<file path="src/atss_pkg.sv">
package atss_pkg;
  // conversion mode register fields
  localparam int CM_COMP_EN_BIT = 0;
  localparam int CM_TIME_LSB = 1;
  localparam int CM_TIME_W = 5;
  localparam int CM_SCAN_BIT = 6;
  localparam int CM_START_BIT = 7;
  // trigger mode register fields
  localparam int TM_SRC_BIT = 0;
  localparam int TM_HW_BIT = 7;
  // channel select register fields
  localparam int CS_CH_W = 4;
  localparam int CS_AMP_BIT = 6;
  // conversion geometry
  localparam int RES_BITS = 10;
  localparam int SLOT_W = 2;
  localparam int SLOTS = 4;
  localparam int CH_W = 5;
  localparam logic [SLOT_W-1:0] SLOT_LAST = 2'h3;
  // sampling takes 8 clocks plus 4 per conversion time step, then one clock per approximation bit
  localparam logic [7:0] SAMPLE_CYCLES = 8'h08;
  localparam logic [7:0] TIME_STEP_CYCLES = 8'h04;
  localparam logic [7:0] REG_RESET = 8'h00;
  localparam logic [15:0] RESULT_RESET = 16'h0000;
  localparam int RESULT_SHIFT = 6;

  typedef enum logic [1:0]
  {
    ATSS_IDLE = 2'b00,
    ATSS_WAIT_TRIG = 2'b01,
    ATSS_SAMPLE = 2'b10,
    ATSS_APPROX = 2'b11
  } atss_state_t;
endpackage : atss_pkg

</file>
<file path="src/atss_sar_core.sv">
`timescale 1ns/1ns
// successive approximation engine: one bit decided per enabled cycle
module atss_sar_core
(
  // clock and reset
  input wire logic clk,
  input wire logic rst_n,
  input wire logic ce,
  // control
  input wire logic start,
  input wire logic abort,
  // comparator: high when sampled voltage >= trial tap
  input wire logic cmp_ge,
  output logic [atss_pkg::RES_BITS-1:0] trial,
  // result
  output logic done,
  output logic [atss_pkg::RES_BITS-1:0] code
);
  logic [atss_pkg::RES_BITS-1:0] sar_q, sar_d;
  logic [atss_pkg::RES_BITS-1:0] bit_q, bit_d;
  logic done_q, done_d;
  logic [atss_pkg::RES_BITS-1:0] trial_q, trial_d;

  always_comb
  begin
    sar_d = sar_q;
    bit_d = bit_q;
    done_d = 1'b0;
    if (abort)
    begin
      bit_d = '0;
    end
    else if (start)
    begin
      sar_d = '0;
      bit_d = {1'b1, {(atss_pkg::RES_BITS-1){1'b0}}};
    end
    else if (bit_q != '0)
    begin
      if (cmp_ge)
      begin
        sar_d = sar_q | bit_q;
      end
      bit_d = bit_q >> 1;
      done_d = (bit_q[0] == 1'b1);
    end
    // registered tap matches the bit under test, so the comparator never lags
    trial_d = sar_d | bit_d;
  end

  always_ff @(posedge clk)
  begin
    if (!rst_n)
    begin
      sar_q <= '0;
      bit_q <= '0;
      done_q <= 1'b0;
      trial_q <= '0;
    end
    else if (ce)
    begin
      sar_q <= sar_d;
      bit_q <= bit_d;
      done_q <= done_d;
      trial_q <= trial_d;
    end
  end

  assign trial = trial_q;
  assign done = done_q;
  assign code = sar_q;
endmodule : atss_sar_core

</file>
<file path="src/atss_seq.sv">
`timescale 1ns/1ns
// Operation
// - software or timer start chosen by trigger_mode_reg
// - software start converts selected channel immediately
// - keep converting until start bit cleared
// - register write aborts, restart or slot 0
// - timer mode waits for selected timer trigger
// - timer trigger during conversion aborts, restarts
// - select mode converts one selected channel
// - select mode stores result, raises done irq
// - scan mode converts slots 0 to 3
// - scan stores every result, irq each one
// - all slots share one result register
// - scan continues to next slot untriggered
// - channel rewrite restarts, irq on finish
// - channel change to irq equals conversion time
// - each conversion yields a 10-bit code
// - result left-justified x64, 8-bit upper copy
// - result read delays update by one cycle
// - coinciding register write cancels store and irq
module atss_seq
(
  // clock, reset, enable
  input wire logic clk,
  input wire logic rst_n,
  input wire logic ce,
  // register writes from the cpu side, same clock
  input wire logic conv_mode_wr,
  input wire logic [7:0] conv_mode_wdata,
  input wire logic trigger_mode_wr,
  input wire logic [7:0] trigger_mode_wdata,
  input wire logic channel_select_wr,
  input wire logic [7:0] channel_select_wdata,
  input wire logic result_rd,
  // timer trigger pulses from timers on the same clock
  input wire logic timer_trig0,
  input wire logic timer_trig1,
  // analog front end
  input wire logic cmp_ge,
  output logic [9:0] dac_trial,
  output logic sample_en,
  output logic [4:0] mux_channel,
  output logic comparator_en,
  // register contents and status
  output logic [7:0] conv_mode_reg,
  output logic [7:0] trigger_mode_reg,
  output logic [7:0] channel_select_reg,
  output logic [15:0] result_reg_16,
  output logic [7:0] result_reg_8,
  output logic busy,
  output logic conv_done_irq
);
  atss_pkg::atss_state_t st_q, st_d;
  logic [7:0] cm_q, cm_d, tm_q, tm_d, cs_q, cs_d;
  logic [1:0] slot_q, slot_d;
  logic [7:0] cnt_q, cnt_d;
  logic [15:0] res_q, res_d;
  logic [9:0] pend_q, pend_d;
  logic pend_v_q, pend_v_d;
  logic irq_q, irq_d;
  logic sample_q, sample_d;
  logic [4:0] mux_q, mux_d;
  logic sar_start, sar_abort, sar_done;
  logic [9:0] sar_code, sar_trial;
  logic reg_wr, start_bit, hw_mode, trig_hit;
  logic [9:0] store_code;
  logic store_now;

  // channel of a scan slot: the low four select bits name slot 0, slots follow it; only select mode uses the amp bit
  function automatic logic [4:0] slot_channel(input logic [7:0] sel, input logic [1:0] slot,
                                               input logic scan);
    logic [4:0] base;
    base = {sel[atss_pkg::CS_AMP_BIT], sel[atss_pkg::CS_CH_W-1:0]};
    if (scan)
      slot_channel = {1'b0, sel[atss_pkg::CS_CH_W-1:0] + {2'h0, slot}};
    else
      slot_channel = base;
  endfunction : slot_channel

  // sample length grows with the programmed conversion time
  function automatic logic [7:0] sample_len(input logic [7:0] mode);
    sample_len = atss_pkg::SAMPLE_CYCLES
      + 8'(mode[atss_pkg::CM_TIME_LSB +: atss_pkg::CM_TIME_W]) * atss_pkg::TIME_STEP_CYCLES;
  endfunction : sample_len

  assign reg_wr = conv_mode_wr | trigger_mode_wr | channel_select_wr;
  assign start_bit = cm_q[atss_pkg::CM_START_BIT];
  assign hw_mode = tm_q[atss_pkg::TM_HW_BIT];
  assign trig_hit = tm_q[atss_pkg::TM_SRC_BIT] ? timer_trig1 : timer_trig0;

  always_comb
  begin
    cm_d = conv_mode_wr ? conv_mode_wdata : cm_q;
    tm_d = trigger_mode_wr ? trigger_mode_wdata : tm_q;
    cs_d = channel_select_wr ? channel_select_wdata : cs_q;
    st_d = st_q;
    slot_d = slot_q;
    cnt_d = cnt_q;
    sar_start = 1'b0;
    sar_abort = 1'b0;
    irq_d = 1'b0;
    store_now = 1'b0;
    if (!cm_d[atss_pkg::CM_START_BIT])
    begin
      st_d = atss_pkg::ATSS_IDLE;
      sar_abort = 1'b1;
    end
    else if (reg_wr || (st_q == atss_pkg::ATSS_IDLE))
    begin
      // write aborts; restart at slot 0, timer mode waits again
      sar_abort = 1'b1;
      slot_d = 2'h0;
      cnt_d = sample_len(cm_d);
      st_d = tm_d[atss_pkg::TM_HW_BIT] ? atss_pkg::ATSS_WAIT_TRIG
                                       : atss_pkg::ATSS_SAMPLE;
    end
    else if (hw_mode && trig_hit)
    begin
      sar_abort = (st_q != atss_pkg::ATSS_WAIT_TRIG);
      slot_d = 2'h0;
      cnt_d = sample_len(cm_q);
      st_d = atss_pkg::ATSS_SAMPLE;
    end
    else
    begin
      unique case (st_q)
        atss_pkg::ATSS_IDLE, atss_pkg::ATSS_WAIT_TRIG:
        begin
          st_d = st_q;
        end
        atss_pkg::ATSS_SAMPLE:
        begin
          if (cnt_q <= 8'h01)
          begin
            sar_start = 1'b1;
            st_d = atss_pkg::ATSS_APPROX;
          end
          else
          begin
            cnt_d = cnt_q - 8'h01;
          end
        end
        atss_pkg::ATSS_APPROX:
        begin
          if (sar_done)
          begin
            store_now = 1'b1;
            irq_d = 1'b1;
            cnt_d = sample_len(cm_q);
            // scan moves on untriggered; repeat goes on without a new trigger
            st_d = atss_pkg::ATSS_SAMPLE;
            if (cm_q[atss_pkg::CM_SCAN_BIT])
              slot_d = (slot_q == atss_pkg::SLOT_LAST) ? 2'h0 : slot_q + 2'h1;
          end
        end
      endcase
    end
    // a pending result waits out a read, and a fresh one wins the slot
    store_code = store_now ? sar_code : pend_q;
    pend_v_d = (store_now | pend_v_q) & result_rd;
    pend_d = store_code;
    res_d = res_q;
    if ((store_now | pend_v_q) && !result_rd)
      res_d = {store_code, 6'h00};
    mux_d = slot_channel(cs_d, slot_d, cm_d[atss_pkg::CM_SCAN_BIT]);
    sample_d = (st_d == atss_pkg::ATSS_SAMPLE);
  end

  always_ff @(posedge clk)
  begin
    if (!rst_n)
    begin
      st_q <= atss_pkg::ATSS_IDLE;
      cm_q <= atss_pkg::REG_RESET;
      tm_q <= atss_pkg::REG_RESET;
      cs_q <= atss_pkg::REG_RESET;
      slot_q <= 2'h0;
      cnt_q <= 8'h00;
      res_q <= atss_pkg::RESULT_RESET;
      pend_q <= 10'h000;
      pend_v_q <= 1'b0;
      irq_q <= 1'b0;
      sample_q <= 1'b0;
      mux_q <= 5'h00;
    end
    else if (ce)
    begin
      st_q <= st_d;
      cm_q <= cm_d;
      tm_q <= tm_d;
      cs_q <= cs_d;
      slot_q <= slot_d;
      cnt_q <= cnt_d;
      res_q <= res_d;
      pend_q <= pend_d;
      pend_v_q <= pend_v_d;
      irq_q <= irq_d;
      sample_q <= sample_d;
      mux_q <= mux_d;
    end
  end

  atss_sar_core u_sar
  (
    .clk(clk),
    .rst_n(rst_n),
    .ce(ce),
    .start(sar_start),
    .abort(sar_abort),
    .cmp_ge(cmp_ge),
    .trial(sar_trial),
    .done(sar_done),
    .code(sar_code)
  );

  assign dac_trial = sar_trial;
  assign sample_en = sample_q;
  assign mux_channel = mux_q;
  assign comparator_en = cm_q[atss_pkg::CM_COMP_EN_BIT];
  assign conv_mode_reg = cm_q;
  assign trigger_mode_reg = tm_q;
  assign channel_select_reg = cs_q;
  assign result_reg_16 = res_q;
  assign result_reg_8 = res_q[15:8];
  assign busy = start_bit;
  assign conv_done_irq = irq_q;
endmodule : atss_seq

</file>
<file path="config.mk">
export PLATFORM = sky130hd
export DESIGN_NAME = atss_seq
export DESIGN_NICKNAME = d
export VERILOG_FILES = /design/src/atss_pkg.sv /design/src/atss_sar_core.sv /design/src/atss_seq.sv
export SDC_FILE = /design/constraint.sdc
export NUM_CORES = 1
export LEC_CHECK = 0
export BUFFER_PORTS_ARGS = -buffer_cell sky130_fd_sc_hd__clkbuf_2
export CORE_ASPECT_RATIO = 1.75
export CORE_MARGIN = 1
export CORE_UTILIZATION = 28
export DETAILED_ROUTE_END_ITERATION = 8
export MAX_ROUTING_LAYER = met4
export RECOVER_POWER = 25
export SETUP_SLACK_MARGIN = 0.3
export SLEW_MARGIN = 20
export SYNTH_ARGS = -nofsm -noshare
export SYNTH_HDL_FRONTEND = slang
export SYNTH_SLANG_ARGS = --single-unit
</file>
<file path="constraint.sdc">
create_clock -name clk -period 2.7 [get_ports clk]
set_input_delay 0.405 -clock clk [delete_from_list [all_inputs] [get_ports clk]]
set_output_delay 0.405 -clock clk [all_outputs]
set_load 0.01 [all_outputs]
</file>
==> flow_metrics.py <==
metrics = {
    "run_status": {
        "outcome": "completed",
    },
    "setup_path": {
        "worst_setup_path_end_kind": "register",
        "cp-startpoint": "trigger_mode_reg[0]",
        "reg2regPathDepth": 11,
        "crit_buf_inv": 1,
        "r2r_end": "mux_channel[2]",
        "path_class": "register to register",
        "startpoint_type": "register",
        "worstPathArrival_ps": 2820,
        "cpLargestDelayFamily": "simple AND/OR/NAND/NOR gates",
        "cp.depth": 11,
        "cp_slowest_cell": "fa_1",
        "r2r-start": "trigger_mode_reg[0]",
        "cp_slowest_stage_delay_ps": 360,
        "r2r_slack_ps": 170,
        "crit_fanout": 4,
        "crit_end": "mux_channel[2]",
        "cp.required_ps": 2990,
        "cp_cell_sequence": "mux2_4, a211o_4, or3_4, o21ai_2, ha_2, inv_2, fa_1, nor2_2, xnor2_1, mux2i_1, nor2b_1",
    },
    "routing": {
        "drc": 0,
        "first_pass_iters": 5,
        "vias_per_cell": 4.786,
        "first_iter_violations": 130,
        "vias": 4039,
        "drt.antenna.violating_nets": 0,
        "wire_per_inst_um": 13.98,
        "drt_wl_total_mm": 11.80,
    },
    "sta": {
        "tightestPinTransition_ps": 1057,
        "maxSlewHeadroom_pct": 29.55,
        "setup_viol": 0,
        "maxSlewViolCount": 0,
        "hold_violations": 0,
        "rsz0062_at_grt": "true",
        "fin_worst_skew_ps": 9.097,
        "fin_tns_setup_ps": 0,
        "setup_slack_ps": 166.1,
        "fmax_mhz": 394.6,
        "fin_crit_sh_pct": 93.85,
        "finalCriticalPeriod_ps": 2534,
    },
    "power": {
        "leakage_nw": 2.411,
        "vdd_drop_max_uv": 279.8,
        "cellPowerDensity_mw_per_mm2": 547.3,
        "totalPowerFinal_w": 0.003124,
    },
    "yosys": {
        "synth_seq_cells": 95,
        "synth_edf_count": 0,
        "ys_warn_count": 0,
        "avgSynthCellArea_um2": 8.869,
        "synth-seq-area-share_pct": 40.23,
        "synth_cell_types": 56,
        "synthArstFlopShare_pct": 0,
        "ys.flop_type": "dfxtp_1",
        "syn_inst": 533,
        "synth_top_area_share_pct": 40.23,
        "synthTopCellsByArea": "dfxtp_1, mux2i_1, nor2b_1",
        "synth_area_leader_cell": "dfxtp_1",
        "syn_area_mm2": 0.004727,
    },
    "placed_design": {
        "place_congestion": 0.8021,
        "hpwlAfterDp_mm": 8.524,
        "io_buffers": 94,
        "pre_cts_ws_ps": -65.15,
    },
    "layout": {
        "antennaDiodeCount": 0,
        "area_growth_pct": 20.78,
        "utilization_pct": 34.72,
        "fin_nets": 656,
        "fillers": 1778,
        "layout-drive-gt1-share_pct": 20.32,
    },
    "grt": {
        "grt_max_degree": 49,
        "antenna_found_initial": 0,
        "grt_pass1_wl_mm": 18.79,
        "overflow": 0,
        "grt_usage_pct": 13.98,
        "grt_pass1_vias": 3791,
    },
    "floorplan": {
        "io_pins": 101,
        "dieArea_mm2": 0.01743,
        "fp-row-count": 62,
        "initial_core_util_pct": 28.74,
        "chipWidth_um": 100.2,
        "dieHeight_um": 173.9,
        "coreArea_mm2": 0.01645,
    },
    "clocking": {
        "cts.hold.buffers_added": 0,
        "numClockSinks": 95,
        "worst_setup_hold_path_clk_slew_ps": 70,
        "cts_tree": "done",
        "htreeDepth": 3,
        "cts_buffer_depth": 2,
        "worstSkewPairLatency_ps": 350,
        "cts_buffers": 9,
        "root_buffer": "clkbuf_16",
    },
    "hold_path": {
        "hold_path_class": "input pin to register",
    },
    "run": {
        "drv_cap": 0,
    },
}
how the worst min path moves through the flow:
stage                                  from                     to  cells past startpoint
detailed placement      trigger_mode_reg[5]    trigger_mode_reg[5]                      2
finish                   conv_mode_wdata[0]       conv_mode_reg[0]                      3
floorplan                        u_sar.done             u_sar.done                      2
global route        channel_select_wdata[4]  channel_select_reg[4]                      3
global placement        trigger_mode_reg[6]    trigger_mode_reg[6]                      2
CTS                   trigger_mode_wdata[0]    trigger_mode_reg[0]                      3
power breakdown:
| group | total, W | switching [W] | internal, W |
|---|---|---|---|
| registers | 0.00146 | 0.0000309 | 0.00143 |
| logic | 0.000331 | 0.000184 | 0.000147 |
| clock network | 0.00133 | 0.000598 | 0.000732 |
| total | 0.00312 | 0.000813 | 0.00231 |
layout make-up:
cell class,count,area (µm²),area share (%)
Timing Repair Buffer,118,635.6,11.13
Multi-Input combinational cell,381,2547,44.62
Clock inverter,7,80.08,1.403
Clock buffer,9,225.2,3.945
Inverter,10,37.54,0.6575
Tap cell,224,280.3,4.909
Sequential cell,95,1903,33.33
timing repair:
action,CTS,global route
setup buffers,0,1
gates resized for setup,2,1
endpoints found under the setup margin,3,12
pin swaps,5,3
endpoints found under the hold margin,0,0
tightest hold or removal path, delay by kind of cell:
family                 cells  cell delay [ps]
AND/OR/NAND/NOR            1               60
AO/OA/AOI/OAI              1               60
buffers and inverters      1               80
cells in the mapped netlist (4+ instances only):
library cell / instances
a21boi_0: 22
a21oi_1: 16
a221oi_1: 9
a31oi_1: 6
and2_1: 4
buf_2: 6
buf_4: 16
clkbuf_1: 24
dfxtp_1: 95
ha_1: 6
inv_1: 10
mux2_2: 5
mux2i_1: 25
nand2_1: 49
nand2b_1: 6
nand3_1: 28
nand3b_1: 10
nor2_1: 31
nor2b_1: 30
nor3_1: 4
nor3b_1: 13
o211a_1: 17
o21a_1: 6
o21ai_0: 34
o22ai_1: 9
xnor2_1: 7
xor2_1: 4
per-layer routing:
layer / part of all wire (%) / wire, µm / track usage [%] / vias up
met3: 4.2 / 493 / 2.379 / 13
met2: 52 / 6157 / 24.29 / 112
met5: 0 / 0 / - / -
li1: - / - / - / 2033
met4: 1.8 / 208 / 5.435 / 0
met1: 42 / 4941 / 15.68 / 1881
kinds of logic (layout without fill, tap and decap cells):
family                   Yosys count  count (layout)  synth area share (%)
AO/OA/AOI/OAI                    138             138                 20.80
AND/OR/NAND/NOR                  189             189                 21.52
flip-flops                        95              95                 40.23
other                              1               6               0.07933
adder cells (fa/ha/maj)            7               7                 2.012
buffers and inverters             62             144                 6.829
XOR/XNOR                          11              11                 2.038
multiplexers                      30              30                 6.485
metrics by stage:
stage	instances	hold slack (ps)	area, µm²
6_report	844	305.6	5709
3_5_place_dp	827	455.4	5416
2_1_floorplan	538	458.2	4775
4_1_cts	843	299.4	5727
3_3_place_gp	827	450.8	5416
5_1_grt	844	321.4	5709
cell usage in the layout, fill, tap and decap left out, types with 10 or more instances in the layout:
cell      netlist  routed
a21boi_0       22      22
clkbuf_2        0      65
nor3b_1        13      13
nand2_1        49      49
mux2i_1        25      25
nand3b_1       10      10
buf_4          16      21
nor2b_1        30      30
dfxtp_1        95      94
nand3_1        28      28
nor2_1         31      30
a21oi_1        16      16
o211a_1        17      17
clkbuf_1       24      30
o21ai_0        34      33
Note: power is estimated with default switching activity, not from simulation.
